### src/opr_pkg_unused_guard.sv
// This file holds no logic; the block's constants live in opr_pkg.sv.

### src/opr_pkg.sv
// Constants for the output PWM gating and overcurrent recovery control block.
package opr_pkg;

    localparam int NUM_OUT = 10;
    localparam logic [4:0] ADDR_RECOV_HB_PWM = 5'h02;
    localparam logic [4:0] ADDR_HS_PWM_SENSE = 5'h03;
    localparam logic [15:0] REG_RESET = 16'h0000;

    // Writable bits of the first register, without and with the EC variant.
    localparam logic [15:0] MASK_RECOV_HB_BASE = 16'he5e4;
    localparam logic [15:0] MASK_RECOV_HB_EC = 16'he7e7;

    // First register fields.
    localparam int B_OCR1 = 15;
    localparam int B_OCR2 = 14;
    localparam int B_OCR3 = 13;
    localparam int B_OCR4 = 10;
    localparam int B_OCR_EC = 9;
    localparam int B_INT_PWM_EN = 8;
    localparam int B_SEL_OUT1 = 7;
    localparam int B_SEL_OUT2 = 6;
    localparam int B_SEL_OUT3 = 5;
    localparam int B_SEL_OUT4 = 2;
    localparam int B_DAC_FULL = 0;

    // Second register fields.
    localparam int B_OCR5 = 15;
    localparam int B_OCR9 = 11;
    localparam int B_SEL_OUT5 = 10;
    localparam int B_SEL_OUT9 = 6;
    localparam int B_RATE_SEL = 5;
    localparam int B_SUPPLY_DIS = 4;
    localparam int B_SENSE_HI = 3;
    localparam int B_SENSE_LO = 0;

    // Reference level codes: 1.2 V of a 1.5 V / 64 step scale is code 51.
    localparam logic [5:0] DAC_CLAMP_CODE = 6'h33;

    // Recovery delays, in microseconds, at a 50 ns core clock.
    localparam int CLK_PERIOD_NS = 50;
    localparam int SLOW_RECOV_US = 200;
    localparam int FAST_RECOV_US = 50;
    localparam int BULB_RECOV_US = 100;
    localparam int SLOW_RECOV_CYC = SLOW_RECOV_US * 1000 / CLK_PERIOD_NS;
    localparam int FAST_RECOV_CYC = FAST_RECOV_US * 1000 / CLK_PERIOD_NS;
    localparam int BULB_RECOV_CYC = BULB_RECOV_US * 1000 / CLK_PERIOD_NS;
    localparam int DLY_W = 12;

endpackage

### src/opr_recovery_chan.sv
// One output's overcurrent flag, shutdown and automatic recovery timer.
`timescale 1ns/1ps
`default_nettype none
module opr_recovery_chan
    import opr_pkg::*;
(
    input wire logic core_clk_i,
    input wire logic rstn_i,
    input wire logic oc_event_i,
    input wire logic flag_clr_i,
    input wire logic recovery_en_i,
    input wire logic [DLY_W-1:0] delay_cyc_i,
    output logic flag_o,
    output logic tripped_o
);

    typedef enum logic [1:0] {ST_RUN, ST_OFF, ST_WAIT} opr_chan_state_t;

    opr_chan_state_t state_q, state_d;
    logic [DLY_W-1:0] cnt_q, cnt_d;
    logic flag_q, flag_d;

    always_comb begin
        state_d = state_q;
        cnt_d = cnt_q;
        // A new event wins over a clear in the same cycle.
        flag_d = oc_event_i | (flag_q & ~flag_clr_i);
        case (state_q)
            ST_RUN: begin
                if (oc_event_i) begin
                    state_d = recovery_en_i ? ST_WAIT : ST_OFF;
                    cnt_d = '0;
                end
            end
            ST_OFF: begin
                if (recovery_en_i && !oc_event_i) begin
                    state_d = ST_WAIT;
                    cnt_d = '0;
                end else if (flag_clr_i && !oc_event_i) begin
                    state_d = ST_RUN;
                end
            end
            ST_WAIT: begin
                if (oc_event_i) begin
                    cnt_d = '0;
                end else if (!recovery_en_i) begin
                    state_d = ST_OFF;
                end else if (cnt_q >= delay_cyc_i - 12'h001) begin
                    state_d = ST_RUN;
                end else begin
                    cnt_d = cnt_q + 12'h001;
                end
            end
            default: begin
                state_d = ST_RUN;
            end
        endcase
    end

    always_ff @(posedge core_clk_i or negedge rstn_i) begin
        if (!rstn_i) begin
            state_q <= ST_RUN;
            cnt_q <= '0;
            flag_q <= 1'b0;
        end else begin
            state_q <= state_d;
            cnt_q <= cnt_d;
            flag_q <= flag_d;
        end
    end

    assign flag_o = flag_q;
    assign tripped_o = (state_q != ST_RUN);

endmodule // opr_recovery_chan
`default_nettype wire

### src/opr_ctrl.sv
// Control registers for overcurrent recovery, PWM gating and DAC range.
`timescale 1ns/1ps
`default_nettype none
module opr_ctrl
    import opr_pkg::*;
#(
    parameter bit EC_VARIANT = 1'b1
) (
    input wire logic core_clk_i,
    input wire logic rstn_i,
    input wire logic reg_we_i,
    input wire logic [4:0] reg_addr_i,
    input wire logic [15:0] reg_wdata_i,
    output logic [15:0] reg_rdata_o,
    input wire logic pwm_input_a_i,
    input wire logic pwm_input_b_i,
    input wire logic [3:0] int_pwm_i,
    input wire logic [NUM_OUT-1:0] drive_req_i,
    input wire logic [1:0] bulb_mode_i,
    input wire logic [5:0] dac_code_i,
    input wire logic [NUM_OUT-1:0] oc_event_i,
    input wire logic [NUM_OUT-1:0] overcurrent_flag_clr_i,
    input wire logic global_fault_clr_i,
    output logic [NUM_OUT-1:0] overcurrent_flag_o,
    output logic global_fault_flag_o,
    output logic [NUM_OUT-1:0] out_on_o,
    output logic internal_pwm_en_o,
    output logic supply_fault_recovery_dis_o,
    output logic [3:0] sense_mux_select_o,
    output logic [5:0] dac_level_o
);

    ////////////////////////////////////////////////////////////////////////
    // Register file.

    logic [15:0] recov_hb_q, recov_hb_d;
    logic [15:0] hs_sense_q, hs_sense_d;
    logic [15:0] rdata_q, rdata_d;
    logic [15:0] wmask;

    assign wmask = EC_VARIANT ? MASK_RECOV_HB_EC : MASK_RECOV_HB_BASE;

    always_comb begin
        recov_hb_d = recov_hb_q;
        hs_sense_d = hs_sense_q;
        if (reg_we_i && reg_addr_i == ADDR_RECOV_HB_PWM) begin
            recov_hb_d = reg_wdata_i & wmask;
        end
        if (reg_we_i && reg_addr_i == ADDR_HS_PWM_SENSE) begin
            hs_sense_d = reg_wdata_i;
        end
        case (reg_addr_i)
            ADDR_RECOV_HB_PWM: rdata_d = recov_hb_q & wmask;
            ADDR_HS_PWM_SENSE: rdata_d = hs_sense_q;
            default: rdata_d = 16'h0000;
        endcase
    end

    always_ff @(posedge core_clk_i or negedge rstn_i) begin
        if (!rstn_i) begin
            recov_hb_q <= REG_RESET;
            hs_sense_q <= REG_RESET;
            rdata_q <= 16'h0000;
        end else begin
            recov_hb_q <= recov_hb_d;
            hs_sense_q <= hs_sense_d;
            rdata_q <= rdata_d;
        end
    end

    assign reg_rdata_o = rdata_q;

    ////////////////////////////////////////////////////////////////////////
    // Field decode.

    logic [NUM_OUT-1:0] recov_en;
    logic [NUM_OUT-1:0] pwm_sel;
    logic int_pwm_en;
    logic rate_fast;
    logic dac_full;

    always_comb begin
        recov_en[0] = recov_hb_q[B_OCR1];
        recov_en[1] = recov_hb_q[B_OCR2];
        recov_en[2] = recov_hb_q[B_OCR3];
        recov_en[3] = recov_hb_q[B_OCR4];
        recov_en[9] = EC_VARIANT & recov_hb_q[B_OCR_EC];
        pwm_sel[0] = recov_hb_q[B_SEL_OUT1];
        pwm_sel[1] = recov_hb_q[B_SEL_OUT2];
        pwm_sel[2] = recov_hb_q[B_SEL_OUT3];
        pwm_sel[3] = recov_hb_q[B_SEL_OUT4];
        pwm_sel[9] = 1'b0;
        // Output 5 holds the top bit of each field; later outputs go down.
        for (int k = 0; k <= B_OCR5 - B_OCR9; k++) begin
            recov_en[4 + k] = hs_sense_q[B_OCR5 - k];
            pwm_sel[4 + k] = hs_sense_q[B_SEL_OUT5 - k];
        end
    end

    assign int_pwm_en = recov_hb_q[B_INT_PWM_EN];
    assign rate_fast = hs_sense_q[B_RATE_SEL];
    assign dac_full = EC_VARIANT & recov_hb_q[B_DAC_FULL];

    ////////////////////////////////////////////////////////////////////////
    // PWM pin synchronisers.

    logic [1:0] pwm_a_sync_q, pwm_b_sync_q;

    always_ff @(posedge core_clk_i or negedge rstn_i) begin
        if (!rstn_i) begin
            pwm_a_sync_q <= 2'b00;
            pwm_b_sync_q <= 2'b00;
        end else begin
            pwm_a_sync_q <= {pwm_a_sync_q[0], pwm_input_a_i};
            pwm_b_sync_q <= {pwm_b_sync_q[0], pwm_input_b_i};
        end
    end

    ////////////////////////////////////////////////////////////////////////
    // Gating source per output.

    logic pwm_a;
    logic pwm_b;
    logic [NUM_OUT-1:0] pwm_level;

    assign pwm_a = pwm_a_sync_q[1];
    assign pwm_b = pwm_b_sync_q[1];

    always_comb begin
        pwm_level = '1;
        pwm_level[3:0] = {4{pwm_a}};
        pwm_level[4] = pwm_a;
        pwm_level[5] = pwm_b;
        pwm_level[6] = pwm_a;
        pwm_level[7] = pwm_b;
        pwm_level[8] = pwm_a;
        // While the internal unit runs, it takes over outputs 5 to 8.
        if (int_pwm_en) begin
            pwm_level[7:4] = int_pwm_i;
        end
    end

    ////////////////////////////////////////////////////////////////////////
    // Overcurrent recovery channels.

    logic [NUM_OUT-1:0] flag;
    logic [NUM_OUT-1:0] tripped;
    logic [DLY_W-1:0] rate_dly;

    assign rate_dly = rate_fast ? DLY_W'(FAST_RECOV_CYC)
                                : DLY_W'(SLOW_RECOV_CYC);

    genvar gi;
    generate
        for (gi = 0; gi < NUM_OUT; gi++) begin : g_chan
            logic [DLY_W-1:0] dly;
            if (gi == 4 || gi == 5) begin : g_lamp
                assign dly = bulb_mode_i[gi-4] ? DLY_W'(BULB_RECOV_CYC)
                                               : rate_dly;
            end else begin : g_other
                assign dly = rate_dly;
            end
            opr_recovery_chan u_chan (
                .core_clk_i(core_clk_i),
                .rstn_i(rstn_i),
                .oc_event_i(oc_event_i[gi]),
                .flag_clr_i(overcurrent_flag_clr_i[gi]),
                .recovery_en_i(recov_en[gi]),
                .delay_cyc_i(dly),
                .flag_o(flag[gi]),
                .tripped_o(tripped[gi])
            );
        end
    endgenerate

    ////////////////////////////////////////////////////////////////////////
    // Output drive, global fault and reference level.

    logic [NUM_OUT-1:0] out_on_q, out_on_d;
    logic glob_q, glob_d;
    logic [5:0] dac_q, dac_d;

    always_comb begin
        // An active output is switched off while tripped.
        out_on_d = drive_req_i & ~tripped
                 & (~pwm_sel | pwm_level);
        glob_d = (|oc_event_i) | (glob_q & ~global_fault_clr_i);
        if (!EC_VARIANT) begin
            dac_d = 6'h00;
        end else if (!dac_full && dac_code_i > DAC_CLAMP_CODE) begin
            dac_d = DAC_CLAMP_CODE;
        end else begin
            dac_d = dac_code_i;
        end
    end

    always_ff @(posedge core_clk_i or negedge rstn_i) begin
        if (!rstn_i) begin
            out_on_q <= '0;
            glob_q <= 1'b0;
            dac_q <= 6'h00;
        end else begin
            out_on_q <= out_on_d;
            glob_q <= glob_d;
            dac_q <= dac_d;
        end
    end

    assign out_on_o = out_on_q;
    assign overcurrent_flag_o = flag;
    assign global_fault_flag_o = glob_q;
    assign internal_pwm_en_o = int_pwm_en;
    assign supply_fault_recovery_dis_o = hs_sense_q[B_SUPPLY_DIS];
    assign sense_mux_select_o = hs_sense_q[B_SENSE_HI:B_SENSE_LO];
    assign dac_level_o = dac_q;

endmodule // opr_ctrl
`default_nettype wire

### config.mk
export PLATFORM = sky130hd
export DESIGN_NAME = opr_ctrl
export DESIGN_NICKNAME = d
export VERILOG_FILES = /design/src/opr_pkg_unused_guard.sv /design/src/opr_pkg.sv /design/src/opr_recovery_chan.sv /design/src/opr_ctrl.sv
export SDC_FILE = /design/constraint.sdc
export NUM_CORES = 1
export LEC_CHECK = 0
export BUFFER_PORTS_ARGS = -buffer_cell sky130_fd_sc_hd__buf_4
export CORE_UTILIZATION = 60
export DETAILED_ROUTE_END_ITERATION = 12
export GPL_ROUTABILITY_DRIVEN = 1
export HOLD_SLACK_MARGIN = 0.1
export PLACE_DENSITY = 0.81
export SLEW_MARGIN = 40
export SYNTH_ARGS = -nofsm -noshare
export SYNTH_HDL_FRONTEND = slang
export SYNTH_SLANG_ARGS = --single-unit
export TNS_END_PERCENT = 10
### constraint.sdc
create_clock -name core_clk_i -period 4.7 [get_ports core_clk_i]
set_clock_uncertainty 0.15 [all_clocks]
set_input_delay 1.175 -clock core_clk_i [delete_from_list [all_inputs] [get_ports core_clk_i]]
set_output_delay 1.175 -clock core_clk_i [all_outputs]
set_load 0.01 [all_outputs]
==> impl_results.md <==
- Status: complete, no violations
- Max-Cap Viols: 0
- Final #Nets: 1497
- Area Growth Syn to Fin: 15.6%
- # IOs: 118
- Post-synth EDFFs: 0
- Hold Path Class: flop to flop
- Setup TNS after final layout: 0 ns
- Worst Path Arrival: 3.34 ns
- Ranking of synthesized cells by area: dfrtp_1, ha_1, o21ai_0, nor2_1, mux2_2
- Flop2flop setup slack: 1.60 ns
- Post-CTS sizing: 0
- # diodes: 0
- Final GP Congestion: 0.891
- Placement Rows: 51
- R2R Path Start: hs_sense_q[5]
- Worst path top cell family by delay: compound AO/OA/AOI/OAI gates
- Grt ovf: 0
- Reg power frac: 42.1%
- Clk sink count: 215
- Sw Pwr: 1.66 mW
- Most frequent cells in the layout: dfrtp_1, buf_4, o21ai_0, nor2_1, nand2_1
- Port bufs: 117
- # DRC: 0
- Final Cycle Share: 65.9%
- Worst-case hold slack: 0.200 ns
- Switch share: 30.9%
- Number of global-route vias before repair: 9927
- Count of antenna-violating nets left after detailed routing: 0
- Post-synthesis cell area: 12000 sq um
- Fillers: 1469
- Worst Hold Path Cells: 0
- Seq/Total Area, Yosys: 44.9%
- Starting density of the core: 61.4%
- Average wire per standard cell: 18.1 um
- CP cell instances: inv_1 -> buf_4 -> ha_1 -> o21ai_0 -> o21bai_1 -> or4b_1 -> a32o_1 -> o21ai_0 -> o21ai_0
- Yosys top cell area share: 44.9%
- # setup viols final: 0
- Via density per instance: 6.30
- Crit path time final: 3.10 ns
- Final Hold Fails: 0
- Worst skew pair latency: 0.52 ns
- Hold path endpoint: pwm_a_sync_q[1]
- Root Driver: clkbuf_16
- Post-Syn Instances: 1263
- Crit path top cell by count: o21ai_0
- Max incr delay on CP: 0.51 ns
- CORE AREA: 19500 sq um
- First drt pass iteration count: 7
- Setup Fix Bufs, Post-CTS: 0
- Commonest register cell after synthesis: dfrtp_1
- Yosys reg bits: 215
- Asr flop ratio synth: 100%
- Reg2reg end: g_chan[6].u_chan.cnt_q[4]
- Yosys cell types: 71
- CP startpoint kind: flop
- Slew HR: 40.3%
- Leakage: 6.46 nW
- Clock Pin Slew Worst Setup and Hold Paths: 0.06 ns
- Tightest Pin Transition: 0.893 ns
- Largest net degree at the start of global routing: 97
- RSZ-0062 raised after global routing: no
- Syn Area/Cell: 9.49 sq um
- # hold bufs at CTS: 0
- Worst Path Required: 4.94 ns
- Die area: 20500 sq um
- CTS Buffer Depth: 3
- Clk pwr share: 37.4%
- Area leader, netlist: dfrtp_1
- Post-DP HPWL: 20400 um
- Initial DRC Count: 696
- Critical Path Sink Type: flop
- Die span in y: 143 um
- CP Class: flop to flop
- Min-delay src: pwm_a_sync_q[0]
- Initial antenna violation count: 0
- Worst r2r path cells: 9
- Most common cell after layout, fill and taps aside: dfrtp_1
- GRT Overall Usage: 29.8%
- Layout cells sized above 1: 15.7%
- YS warnings: 0
- Routed wire length: 29700 um
- CTS tree: done
- P_int: 3.70 mW
- Via count: 10300
- Final Max Tran Viols: 0
- Maximum VDD drop: 258 uV
- Logic pwr share: 20.5%
- Die width: 143 um
- Highest-delay cell along the critical path: or4b_1
- Total CTS buffers: 24
- Max FO, Critical Path: 12
- First-pass GRT wire length: 48500 um
- H-tree depth: 1
- WP buf/inv: 2
- Fmax: 323 MHz
- Pwr dens: 387 nW/um^2
-- cell usage after synthesis, types with 6 or more instances --
| library cell | count |
|---|---|
| o31ai_1 | 32 |
| o21ai_0 | 119 |
| nor2b_1 | 14 |
| nand3_1 | 61 |
| inv_1 | 46 |
| a211oi_1 | 6 |
| o211ai_1 | 12 |
| or3_1 | 9 |
| o22ai_1 | 7 |
| a31oi_1 | 35 |
| dfrtp_1 | 215 |
| nor2_1 | 102 |
| or2_2 | 6 |
| and4_1 | 8 |
| o41ai_1 | 9 |
| nand4_1 | 32 |
| and3_1 | 38 |
| a21oi_1 | 40 |
| a22oi_1 | 6 |
| mux2i_1 | 21 |
| buf_4 | 15 |
| ha_1 | 72 |
| nor3_1 | 11 |
| xor2_1 | 8 |
| and2_1 | 27 |
| clkbuf_1 | 41 |
| nand2b_1 | 27 |
| nand2_1 | 89 |
| o21ai_1 | 18 |
| mux2_2 | 30 |
| a21o_1 | 9 |
-- power by group through the flow --
| stage | sequential [mW] | combinational, mW | clock, mW |
|---|---|---|---|
| floorplan | 2.22 | 0.722 | 0 |
| global placement | 2.27 | 1.03 | 0 |
| detailed placement | 2.28 | 1.07 | 0 |
| CTS | 2.25 | 1.08 | 2.03 |
| global route | 2.28 | 1.22 | 2.10 |
| finish | 2.25 | 1.10 | 2.01 |
-- how the worst max path moves through the flow --
stage          slack (ns)           start  cells past startpoint                         end
2_1_floorplan        1.08   hs_sense_q[5]                     10  g_chan[5].u_chan.cnt_q[10]
3_3_place_gp         1.02  bulb_mode_i[0]                     10   g_chan[4].u_chan.cnt_q[6]
3_5_place_dp         0.90  bulb_mode_i[0]                     10   g_chan[4].u_chan.cnt_q[6]
4_1_cts              1.47   hs_sense_q[5]                     10   g_chan[4].u_chan.cnt_q[6]
5_1_grt              1.40   hs_sense_q[5]                      9   g_chan[7].u_chan.cnt_q[6]
6_report             1.60   hs_sense_q[5]                      9   g_chan[6].u_chan.cnt_q[4]
-- flip-flops by register name, indices dropped and copies added, names as in the netlist --
signal                 cells
g_chan.u_chan.cnt_q      120
out_on_o                  10
global_fault_flag_o        1
reg_rdata_o               16
g_chan.u_chan.flag_o      10
recov_hb_q                12
pwm_a_sync_q               2
pwm_b_sync_q               2
dac_level_o                6
hs_sense_q                16
g_chan.u_chan.state_q     20
-- layer usage --
layer	GRT usage (%)	routed length, um
met1	39.4	12700
met2	48.7	13800
met3	5.86	2090
met4	11.0	981
met5	0	0
-- per-stage QoR --
stage,setup slack (ns),util [%],power (mW),cells,instance area (sq um)
after floorplan,1.08,-,2.95,1264,12000
after global placement,1.02,66.5,3.30,1594,13000
after detailed placement,0.904,66.6,3.35,1595,13000
after CTS,1.47,70.9,5.36,1638,13800
after global routing,1.40,71.0,5.60,1638,13900
final,1.60,71.0,5.36,1638,13900
-- cells by family after synthesis --
logic type / share of synthesized area (%)
buffers and inverters: 4.08
other: 0.0313
AO/OA/AOI/OAI: 18.2
adder cells (fa/ha/maj): 7.52
XOR/XNOR: 0.658
AND/OR/NAND/NOR: 20.0
flip-flops: 44.9
multiplexers: 4.57
-- area by class of cell --
cell class / count / area [sq um] / share of cell area [%]
Tap cell: 265 / 332 / 2.39
Sequential cell: 215 / 5380 / 38.8
Multi-Input combinational cell: 939 / 6140 / 44.3
Clock buffer: 33 / 686 / 4.95
Clock inverter: 10 / 153 / 1.10
Timing Repair Buffer: 129 / 988 / 7.13
Inverter: 47 / 176 / 1.27
Note: power is estimated with default switching activity, not from simulation.
